--- src/design/sio_pkg.sv ---
package sio_pkg;
	localparam logic [15:0] SIO_ADDR = 16'h0201;
	localparam int SIO_WD_EN_BIT = 0;
	localparam int SIO_WD_REF_BIT = 1;
	localparam int SIO_VPP_BIT = 2;
	localparam int SIO_DIR485_BIT = 3;
	localparam int SIO_PWRFAIL_BIT = 3;
	localparam int SIO_LPTDIR_BIT = 4;
	localparam int SIO_SWBANK_BIT = 5;
	localparam logic [7:0] SIO_RESET_VAL = 8'h00;
	localparam logic [7:0] SIO_WMASK = 8'h1F;
	localparam longint SIO_CLK_HZ = 200000000;
	localparam longint SIO_WD_TIMEOUT_MS = 1600;
	localparam longint SIO_WD_CYCLES = SIO_WD_TIMEOUT_MS * SIO_CLK_HZ / 1000;
	localparam int SIO_RST_PULSE_CYC = 16;
	localparam int SIO_SYNC_W = 2;
	localparam int SIO_SYNC_PF_IDX = 0;
	localparam int SIO_SYNC_SW_IDX = 1;
endpackage

--- src/design/sio_wdog.sv ---
`timescale 1ns/1ps
module sio_wdog
	import sio_pkg::*;
#(
	parameter int unsigned TIMEOUT = 32'(SIO_WD_CYCLES),
	parameter int unsigned PULSE = SIO_RST_PULSE_CYC
) (
	input wire logic ref_clk,
	input wire logic rstn,
	input wire logic enable,
	input wire logic refresh,
	output logic bite
);
	typedef enum logic [1:0] {SIO_IDLE, SIO_RUN, SIO_BITE} sio_wd_t;
	sio_wd_t st_r, st_nxt;
	logic [31:0] cnt_r, cnt_nxt;

	always_comb begin
		st_nxt = st_r;
		cnt_nxt = cnt_r;
		unique case (st_r)
			SIO_IDLE: begin
				cnt_nxt = '0;
				if (enable) begin
					st_nxt = SIO_RUN;
				end
			end
			SIO_RUN: begin
				if (!enable) begin
					st_nxt = SIO_IDLE;
				end else if (refresh) begin
					cnt_nxt = '0;
				end else if (cnt_r >= TIMEOUT - 1) begin
					st_nxt = SIO_BITE;
					cnt_nxt = '0;
				end else begin
					cnt_nxt = cnt_r + 32'd1;
				end
			end
			SIO_BITE: begin
				if (cnt_r >= PULSE - 1) begin
					st_nxt = SIO_IDLE;
					cnt_nxt = '0;
				end else begin
					cnt_nxt = cnt_r + 32'd1;
				end
			end
			default: begin
				st_nxt = SIO_IDLE;
				cnt_nxt = '0;
			end
		endcase
	end

	always_ff @(posedge ref_clk or negedge rstn) begin
		if (!rstn) begin
			st_r <= SIO_IDLE;
			cnt_r <= '0;
		end else begin
			st_r <= st_nxt;
			cnt_r <= cnt_nxt;
		end
	end

	assign bite = (st_r == SIO_BITE);
endmodule

--- src/design/sio_supervisor.sv ---
`timescale 1ns/1ps
// Function
// - register answers at io address 201h
// - bit0 watchdog enable, read/write
// - bit1 refresh, toggled 1-0-1 to refresh
// - bit2 flash vpp select, 1=12v
// - bit3 write rs485 enable, read powerfail
// - bit4 write-only printer data direction
// - bit5 reads first switch bank selected
// - all stored bits clear after reset; bits 3 and 5 read their pins
// - refresh within 1.6s else reset pulse
// - powerfail bit zero means low power
module sio_supervisor
	import sio_pkg::*;
#(
	parameter int unsigned WD_TIMEOUT = 32'(SIO_WD_CYCLES)
) (
	input wire logic ref_clk,
	input wire logic rstn,
	input wire logic [15:0] io_addr,
	input wire logic io_wr,
	input wire logic io_rd,
	input wire logic [7:0] io_wdata,
	output logic [7:0] io_rdata,
	output logic io_sel,
	input wire logic power_fail_output_n,
	input wire logic first_switch_bank,
	output logic wdog_reset,
	output logic vpp_12v,
	output logic rs485_dir_en,
	output logic lpt_data_input
);
	typedef enum logic [1:0] {
		SIO_REF_SEEK_HIGH,
		SIO_REF_SEEK_LOW,
		SIO_REF_SEEK_RISE
	} sio_ref_t;

	logic [4:0] reg_r, reg_nxt;
	logic [SIO_SYNC_W-1:0] s1_r, s1_nxt;
	logic [SIO_SYNC_W-1:0] s2_r, s2_nxt;
	sio_ref_t ref_st_r, ref_st_nxt;
	logic [7:0] rdata_r, rdata_nxt;
	logic bite_r, bite_nxt;
	logic wr_hit, rd_hit, ref_bit, refresh, bite_raw;

	// one decode for both strobes, so a read and a write can never
	// disagree about which address is ours
	function automatic logic sio_addr_match(input logic [15:0] a);
		return a == SIO_ADDR;
	endfunction

	// bits 6 and 7 have no storage; writing them is harmless
	function automatic logic [4:0] sio_store_bits(input logic [7:0] d);
		logic [7:0] kept;
		kept = d & SIO_WMASK;
		return kept[4:0];
	endfunction

	// bit3 reads the detector pin, not the stored direction enable,
	// and bit4 never reads back: software must keep its own copy
	function automatic logic [7:0] sio_read_view(
		input logic [4:0] stored,
		input logic pf_n,
		input logic sw_first
	);
		logic [7:0] view;
		view = 8'h00;
		view[SIO_WD_EN_BIT] = stored[SIO_WD_EN_BIT];
		view[SIO_WD_REF_BIT] = stored[SIO_WD_REF_BIT];
		view[SIO_VPP_BIT] = stored[SIO_VPP_BIT];
		view[SIO_PWRFAIL_BIT] = pf_n;
		view[SIO_SWBANK_BIT] = sw_first;
		return view;
	endfunction

	assign wr_hit = io_wr & sio_addr_match(io_addr);
	assign rd_hit = io_rd & sio_addr_match(io_addr);
	assign io_sel = wr_hit | rd_hit;
	assign ref_bit = io_wdata[SIO_WD_REF_BIT];

	// pins are asynchronous: only the second flop is read by logic
	always_comb begin
		s1_nxt = '0;
		s1_nxt[SIO_SYNC_PF_IDX] = power_fail_output_n;
		s1_nxt[SIO_SYNC_SW_IDX] = first_switch_bank;
		s2_nxt = s1_r;
	end

	always_ff @(posedge ref_clk or negedge rstn) begin
		if (!rstn) begin
			s1_r <= '0;
			s2_r <= '0;
		end else begin
			s1_r <= s1_nxt;
			s2_r <= s2_nxt;
		end
	end

	always_comb begin
		reg_nxt = reg_r;
		if (wr_hit) begin
			reg_nxt = sio_store_bits(io_wdata);
		end
	end

	always_ff @(posedge ref_clk or negedge rstn) begin
		if (!rstn) begin
			reg_r <= SIO_RESET_VAL[4:0];
		end else begin
			reg_r <= reg_nxt;
		end
	end

	// the closing 1 also opens the next 1-0-1, so sequences may share
	// it; a repeated level changes nothing, so a stuck bit never refreshes
	always_comb begin
		ref_st_nxt = ref_st_r;
		refresh = 1'b0;
		if (wr_hit) begin
			unique case (ref_st_r)
				SIO_REF_SEEK_HIGH: begin
					if (ref_bit) begin
						ref_st_nxt = SIO_REF_SEEK_LOW;
					end
				end
				SIO_REF_SEEK_LOW: begin
					if (!ref_bit) begin
						ref_st_nxt = SIO_REF_SEEK_RISE;
					end
				end
				SIO_REF_SEEK_RISE: begin
					if (ref_bit) begin
						refresh = 1'b1;
						ref_st_nxt = SIO_REF_SEEK_LOW;
					end
				end
				default: begin
					ref_st_nxt = SIO_REF_SEEK_HIGH;
				end
			endcase
		end
	end

	always_ff @(posedge ref_clk or negedge rstn) begin
		if (!rstn) begin
			ref_st_r <= SIO_REF_SEEK_HIGH;
		end else begin
			ref_st_r <= ref_st_nxt;
		end
	end

	always_comb begin
		rdata_nxt = 8'h00;
		if (rd_hit) begin
			rdata_nxt = sio_read_view(reg_r,
				s2_r[SIO_SYNC_PF_IDX], s2_r[SIO_SYNC_SW_IDX]);
		end
	end

	always_ff @(posedge ref_clk or negedge rstn) begin
		if (!rstn) begin
			rdata_r <= SIO_RESET_VAL;
		end else begin
			rdata_r <= rdata_nxt;
		end
	end

	// the reset pulse leaves from a flop so decode glitches stay inside
	always_comb begin
		bite_nxt = bite_raw;
	end

	always_ff @(posedge ref_clk or negedge rstn) begin
		if (!rstn) begin
			bite_r <= 1'b0;
		end else begin
			bite_r <= bite_nxt;
		end
	end

	assign io_rdata = rdata_r;
	assign vpp_12v = reg_r[SIO_VPP_BIT];
	assign rs485_dir_en = reg_r[SIO_DIR485_BIT];
	assign lpt_data_input = reg_r[SIO_LPTDIR_BIT];
	assign wdog_reset = bite_r;

	sio_wdog #(
		.TIMEOUT(WD_TIMEOUT),
		.PULSE(SIO_RST_PULSE_CYC)
	) u_wdog (
		.ref_clk(ref_clk),
		.rstn(rstn),
		.enable(reg_r[SIO_WD_EN_BIT]),
		.refresh(refresh),
		.bite(bite_raw)
	);
endmodule

--- config.mk ---
export PLATFORM = sky130hd
export DESIGN_NAME = sio_supervisor
export DESIGN_NICKNAME = d
export VERILOG_FILES = /design/src/design/sio_pkg.sv /design/src/design/sio_wdog.sv /design/src/design/sio_supervisor.sv
export SDC_FILE = /design/constraint.sdc
export NUM_CORES = 1
export LEC_CHECK = 0
export BUFFER_PORTS_ARGS = -buffer_cell sky130_fd_sc_hd__buf_2
export CAP_MARGIN = 20
export CORE_ASPECT_RATIO = 1.5
export CORE_MARGIN = 4
export CORE_UTILIZATION = 55
export DETAILED_ROUTE_END_ITERATION = 6
export PLACE_DENSITY = 0.77
export SETUP_SLACK_MARGIN = 0.2
export SYNTH_ARGS = -nofsm -noshare
export SYNTH_HDL_FRONTEND = slang
export SYNTH_SLANG_ARGS = --single-unit
--- constraint.sdc ---
create_clock -name ref_clk -period 3.1 [get_ports ref_clk]
set_clock_uncertainty 0.05 [all_clocks]
set_input_delay 0.62 -clock ref_clk [delete_from_list [all_inputs] [get_ports ref_clk]]
set_output_delay 0.62 -clock ref_clk [all_outputs]
set_load 0.005 [all_outputs]
==> metrics.txt, run 1 <==
Total GRT Usage 24.2%; Post-DRT Antenna Nets 0; post-synthesis sequential area ratio 41.8%; cts hold-fix bufs 0; RSZ-0062 raised after global routing no; total power 1110 uW; CTS root buffer clkbuf_8; Final Hold Fails 0; area of the multi-input gates 1650 um^2; ANT cells 0; area of the core 5410 um^2; first-pass GRT wire length 12900 um; CTS H-tree lvls 2; DRC viols 0; GP Congestion 0.928; main area contributors after synthesis dfrtp_1, o31ai_2, o21ai_0, nor4_1, nand2_1; number of synthesized register bits 51; die width 68.8 um; I/O pin count 43; most common cell after layout, fill and taps aside dfrtp_1; IR drop worst, VDD 0.000246 V; routed wire length 7540 um; Synth Instances 334; leakage power 0.00140 uW; pin count of the biggest net entering global routing 28; DR iter-0 viols 386; commonest non-fill, non-tap cells in the layout dfrtp_1, nand2_1, o21ai_0, buf_2, nor4_1; Post-synth top flop dfrtp_1; library cells used by synthesis 46; Pre-antenna DRT Iters 6; CTS tree done; top-area cell type share of the netlist area 41.8%; Finish-stage setup viols 0; grt total ovfl 0; Worst-Skew Late Latency 0.31 ns; accumulated negative setup slack 0 ns; Nets 399; fin crit share 90.8%; Vias 2881; site row count 33; post-route core utilization 62.9%; critical path class reg -> reg; outcome finished clean; Max clock buf depth 2; CP endpoint kind register; number of flops mapped to enable cells by yosys 0; Port Buf Inserts 36; clock sink total 51; vias in the first global route 2792; relative slew slack 62.7%; Via density 6.61; Area Growth Syn to Fin 11.5%; Die ar. 6830 um^2; share of cells above drive strength 1 21.9%; Hold/Removal Path Class in -> async; Max Fclk 355 MHz; CTS Buf Count 5; Slew Limit Fails 0; area leader, netlist dfrtp_1; Crit path required time 3.25 ns; pwr dens 326 nW/um^2; clock slew at reported path FFs 0.10 ns; Period minus WS final 2.81 ns; die boundary height 99.3 um; initial antenna violation count 0; Worst Path Max Fanout 22; max-cap violation count 0; Post-Syn Area per Cell 9.14 um^2; Critical Path AT 2.97 ns; Cell Area, Synth 3050 um^2; Synth Warn # 0; Starting Density 56.5%; ys async rst share 100%; Startpoint Class register; Worst-Margin Slew 0.560 ns; routed len/inst 17.3 um; fill count 462; Reg area 1280 um^2; DP HPWL 5300 um
## where the power goes
part | leakage, uW | switching, uW | internal [uW]
Sequential | 0.000704 | 0.624 | 667
Clock | 0.0000485 | 240 | 162
Combinational | 0.000647 | 23.8 | 15.3
## final cells by class
class / instances / share of cell area, %
clock buffer: 5 / 2.02
inverter: 7 / 0.772
multi-input combinational: 254 / 48.5
clock inverter: 3 / 0.662
tap: 70 / 2.57
timing repair buffer: 46 / 7.97
sequential: 51 / 37.5
## synthesized netlist by cell type (4+ instances only)
master    instances
nand4_1          13
and3_1            8
nand3_1          16
clkbuf_1         18
o41ai_1           5
o31ai_1           7
nand2_1          38
dfrtp_1          51
inv_1             7
o31ai_2          15
o211ai_1          4
nor2_1            9
nor4_1           28
buf_4             4
o21ai_0          37
ha_1              4
mux2_2            5
and4_1            6
and2_1           13
nor3_1            5
or3_1             4
## flip-flops by register name (all words and copies together) (netlist names)
name          flops
u_wdog.st_r       2
reg_r             5
ref_st_r          2
s1_r              2
u_wdog.cnt_r     32
s2_r              2
wdog_reset        1
io_rdata          5
## worst max-delay path, cell delays in order (launching register included)
cell and delay [ns]:
dfrtp_1 0.45, or3_1 0.41, a2111oi_0 0.43, o21ai_1 0.22
nor4_4 0.43, o21ai_2 0.16, buf_12 0.19, o41ai_1 0.36
## stage by stage
stage	instance area [um^2]	cells	setup slack (ns)	hold WS (ns)
finish	3400	436	0.286	0.229
CTS	3390	435	0.327	0.254
floorplan	3060	336	0.647	0.274
global route	3400	436	0.209	0.268
detailed placement	3300	427	0.379	0.285
global placement	3300	427	0.420	0.283
## worst paths after layout
check / cells past startpoint / to / slack (ns) / from
min in group ref_clk: 0 / s2_r[0] / 0.31 / s1_r[0]
worst min-delay path: 1 / io_rdata[2] / 0.23 / rstn
max in group asynchronous: 2 / u_wdog.cnt_r[4] / 2.02 / rstn
worst max-delay path: 7 / u_wdog.cnt_r[18] / 0.29 / u_wdog.cnt_r[22]
worst max register to register: 7 / u_wdog.cnt_r[18] / 0.29 / u_wdog.cnt_r[22]
worst min register to register: 0 / s2_r[0] / 0.31 / s1_r[0]
## what timing repair did
item | CTS | global route
setup endpoints to repair | 0 | 4
setup buffers | 0 | 1
resized for setup | 0 | 1
## kinds of logic after synthesis
kind of cell | count (synthesis) | share of synthesized area (%)
simple gates | 157 | 29.1
compound gates | 85 | 21.1
fa+ha+maj | 4 | 1.64
mux | 5 | 1.84
other cells | 1 | 0.123
flops | 51 | 41.8
buf+inv | 31 | 4.38
## per-layer routing
metal  vias up  part of all wire [%]  track usage [%]  wire length [um]
met5         -                     0                0                 0
met3        26                   6.3             3.28               473
met1      1392                    40             30.4              3010
met4         0                   2.8             11.3               208
li1       1335                     -                -                 -
met2       128                    51             40.0              3840
No activity file was read; power rests on OpenSTA's default activity.
==> inputs of run 2 (changes only) <==
Settings changed: CORE_UTILIZATION 55 to 45, PLACE_DENSITY 0.77 to 0.61.
==> run 2 against run 1 <==
Against the previous run:
- flip-flop and latch count unchanged
- count of clock-buffer cells in the layout increased by 1
- total power increased by 8.4%
- hold slack improved by 0.086 ns
- sequential share of layout area decreased by 0.46 points
- die area increased by 20%
- global-route usage decreased by 3.8 points
- utilization decreased by 10 points
- routed wire length increased by 5.7%
- final cell count increased by 1.6%
==> metrics.txt, run 2 (synthesis gave the netlist of run 1 again) <==
outcome finished clean; worst hold stages 0; site row count 36; Hold Path End s2_r[0]; die width 75.3 um; Max Fclk 374 MHz; reg2reg start u_wdog.cnt_r[22]; Pre-antenna DRT Iters 5; area of the multi-input gates 1650 um^2; Via density 6.21; Period minus WS final 2.67 ns; accumulated negative setup slack 0 ns; Max clock buf depth 2; Worst-Margin Slew 0.668 ns; Worst-Skew Late Latency 0.31 ns; Nets 400; worst-case reg-to-reg path depth 7; IR drop worst, VDD 0.000307 V; fill count 603; RSZ-0062 raised after global routing no; Finish-stage setup viols 0; placed cells 435; Crit path required time 3.24 ns; max-cap violation count 0; vias in the first global route 2686; clock slew at reported path FFs 0.10 ns; DR WL met2 4210 um; fin crit share 86.2%; reg2reg end u_wdog.st_r[0]; ANT cells 0; Final Instance Area 3450 um^2; routed len/inst 18.0 um; highest routed layer met4; DR iter-0 viols 182; first-pass GRT wire length 12800 um; DRC viols 0; grt total ovfl 0; clock sink total 51; R2R Setup Slk 0.43 ns; Area Growth Syn to Fin 12.9%; Total GRT Usage 20.4%; GP Congestion 0.920; M1 wire length 3210 um; CTS H-tree lvls 2; sw power 254 uW; Vias 2751; share of cells above drive strength 1 22.1%; relative slew slack 55.5%; Sw Share 21.2%; worst slack at placement 0.488 ns; Reg area 1280 um^2; setup bufs post-CTS 0; Worst Path Max Fanout 20; Die ar. 8200 um^2; final worst slack 0.428 ns; Largest register FFs 32; most common cell after layout, fill and taps aside dfrtp_1; Combinational Power Share 3.3%; I/O pin count 43; CTS Buf Count 5; commonest non-fill, non-tap cells in the layout dfrtp_1, nand2_1, o21ai_0, buf_2, nor4_1; Starting Density 46.8%; Final Hold Fails 0; initial antenna violation count 0; Critical Path AT 2.81 ns; Hold/Removal Path Class reg -> reg; CTS tree done; CP endpoint kind register; total power 1200 uW; DP Area 3320 um^2; die boundary height 109 um; leakage power 0.00142 uW; Detail Route met3 WL 249 um; critical path class reg -> reg; Post-DRT Antenna Nets 0; largest reg by FF count u_wdog.cnt_r; Layout Cells excl Fill 443; DP HPWL 5710 um; sequential share of power 55.5%; Slew Limit Fails 0; clock power share 41.2%; Startpoint Class register; Int Pwr 948 uW; HP Start s1_r[0]; Port Buf Inserts 36; pin count of the biggest net entering global routing 52; pwr dens 349 nW/um^2; CTS root buffer clkbuf_8; routed wire length 7970 um; area of the core 6530 um^2
## run 2: layout make-up
type                       instances  share of cell area (%)
multi-input combinational        254                    47.9
clock inverter                     2                    1.13
tap                               76                    2.76
inverter                           7                   0.762
sequential                        51                    37.0
timing repair buffer              47                    7.99
clock buffer                       6                    2.40
## run 2: how the worst max path moves through the flow
stage	startpoint	cells after the start	endpoint
floorplan	u_wdog.cnt_r[0]	9	u_wdog.cnt_r[20]
global placement	u_wdog.cnt_r[22]	7	u_wdog.cnt_r[18]
detailed placement	u_wdog.cnt_r[22]	7	u_wdog.cnt_r[18]
CTS	u_wdog.cnt_r[22]	7	u_wdog.cnt_r[16]
global route	u_wdog.cnt_r[0]	8	u_wdog.cnt_r[28]
finish	u_wdog.cnt_r[22]	7	u_wdog.st_r[0]
## run 2: power groups by stage
stage	Combinational, uW	Sequential [uW]	Clock, uW
2_1_floorplan	10.5	681	0
6_report	39.8	668	495
3_5_place_dp	41.1	681	0
3_3_place_gp	40.3	681	0
4_1_cts	41.2	668	512
5_1_grt	45.9	669	529
## run 2: through the flow
| stage | util (%) | hold WS, ns |
|---|---|---|
| CTS | 52.8 | 0.318 |
| global route | 52.8 | 0.324 |
| floorplan | - | 0.274 |
| finish | 52.8 | 0.315 |
| global placement | 50.9 | 0.284 |
| detailed placement | 50.9 | 0.295 |
## run 2: metal layers
layer	GRT usage (%)	vias to the layer above
met4	9.88	0
met1	23.5	1306
met5	0	-
met3	2.77	23
met2	36.0	85
li1	-	1337
## run 2: worst max-delay path, cell delays in order, from the launching register on
cell and delay [ns]:
dfrtp_1 0.45, or3_1 0.41, nand4bb_1 0.29, a2111oi_4 0.55
buf_4 0.35, nor2_1 0.12, o2111ai_1 0.21, o211ai_1 0.12
## run 2: what timing repair did
item                       4_1_cts  5_1_grt
resized for setup                0        1
setup endpoints to repair        0        1
hold endpoints to repair         0        0
hold buffers                     0        0
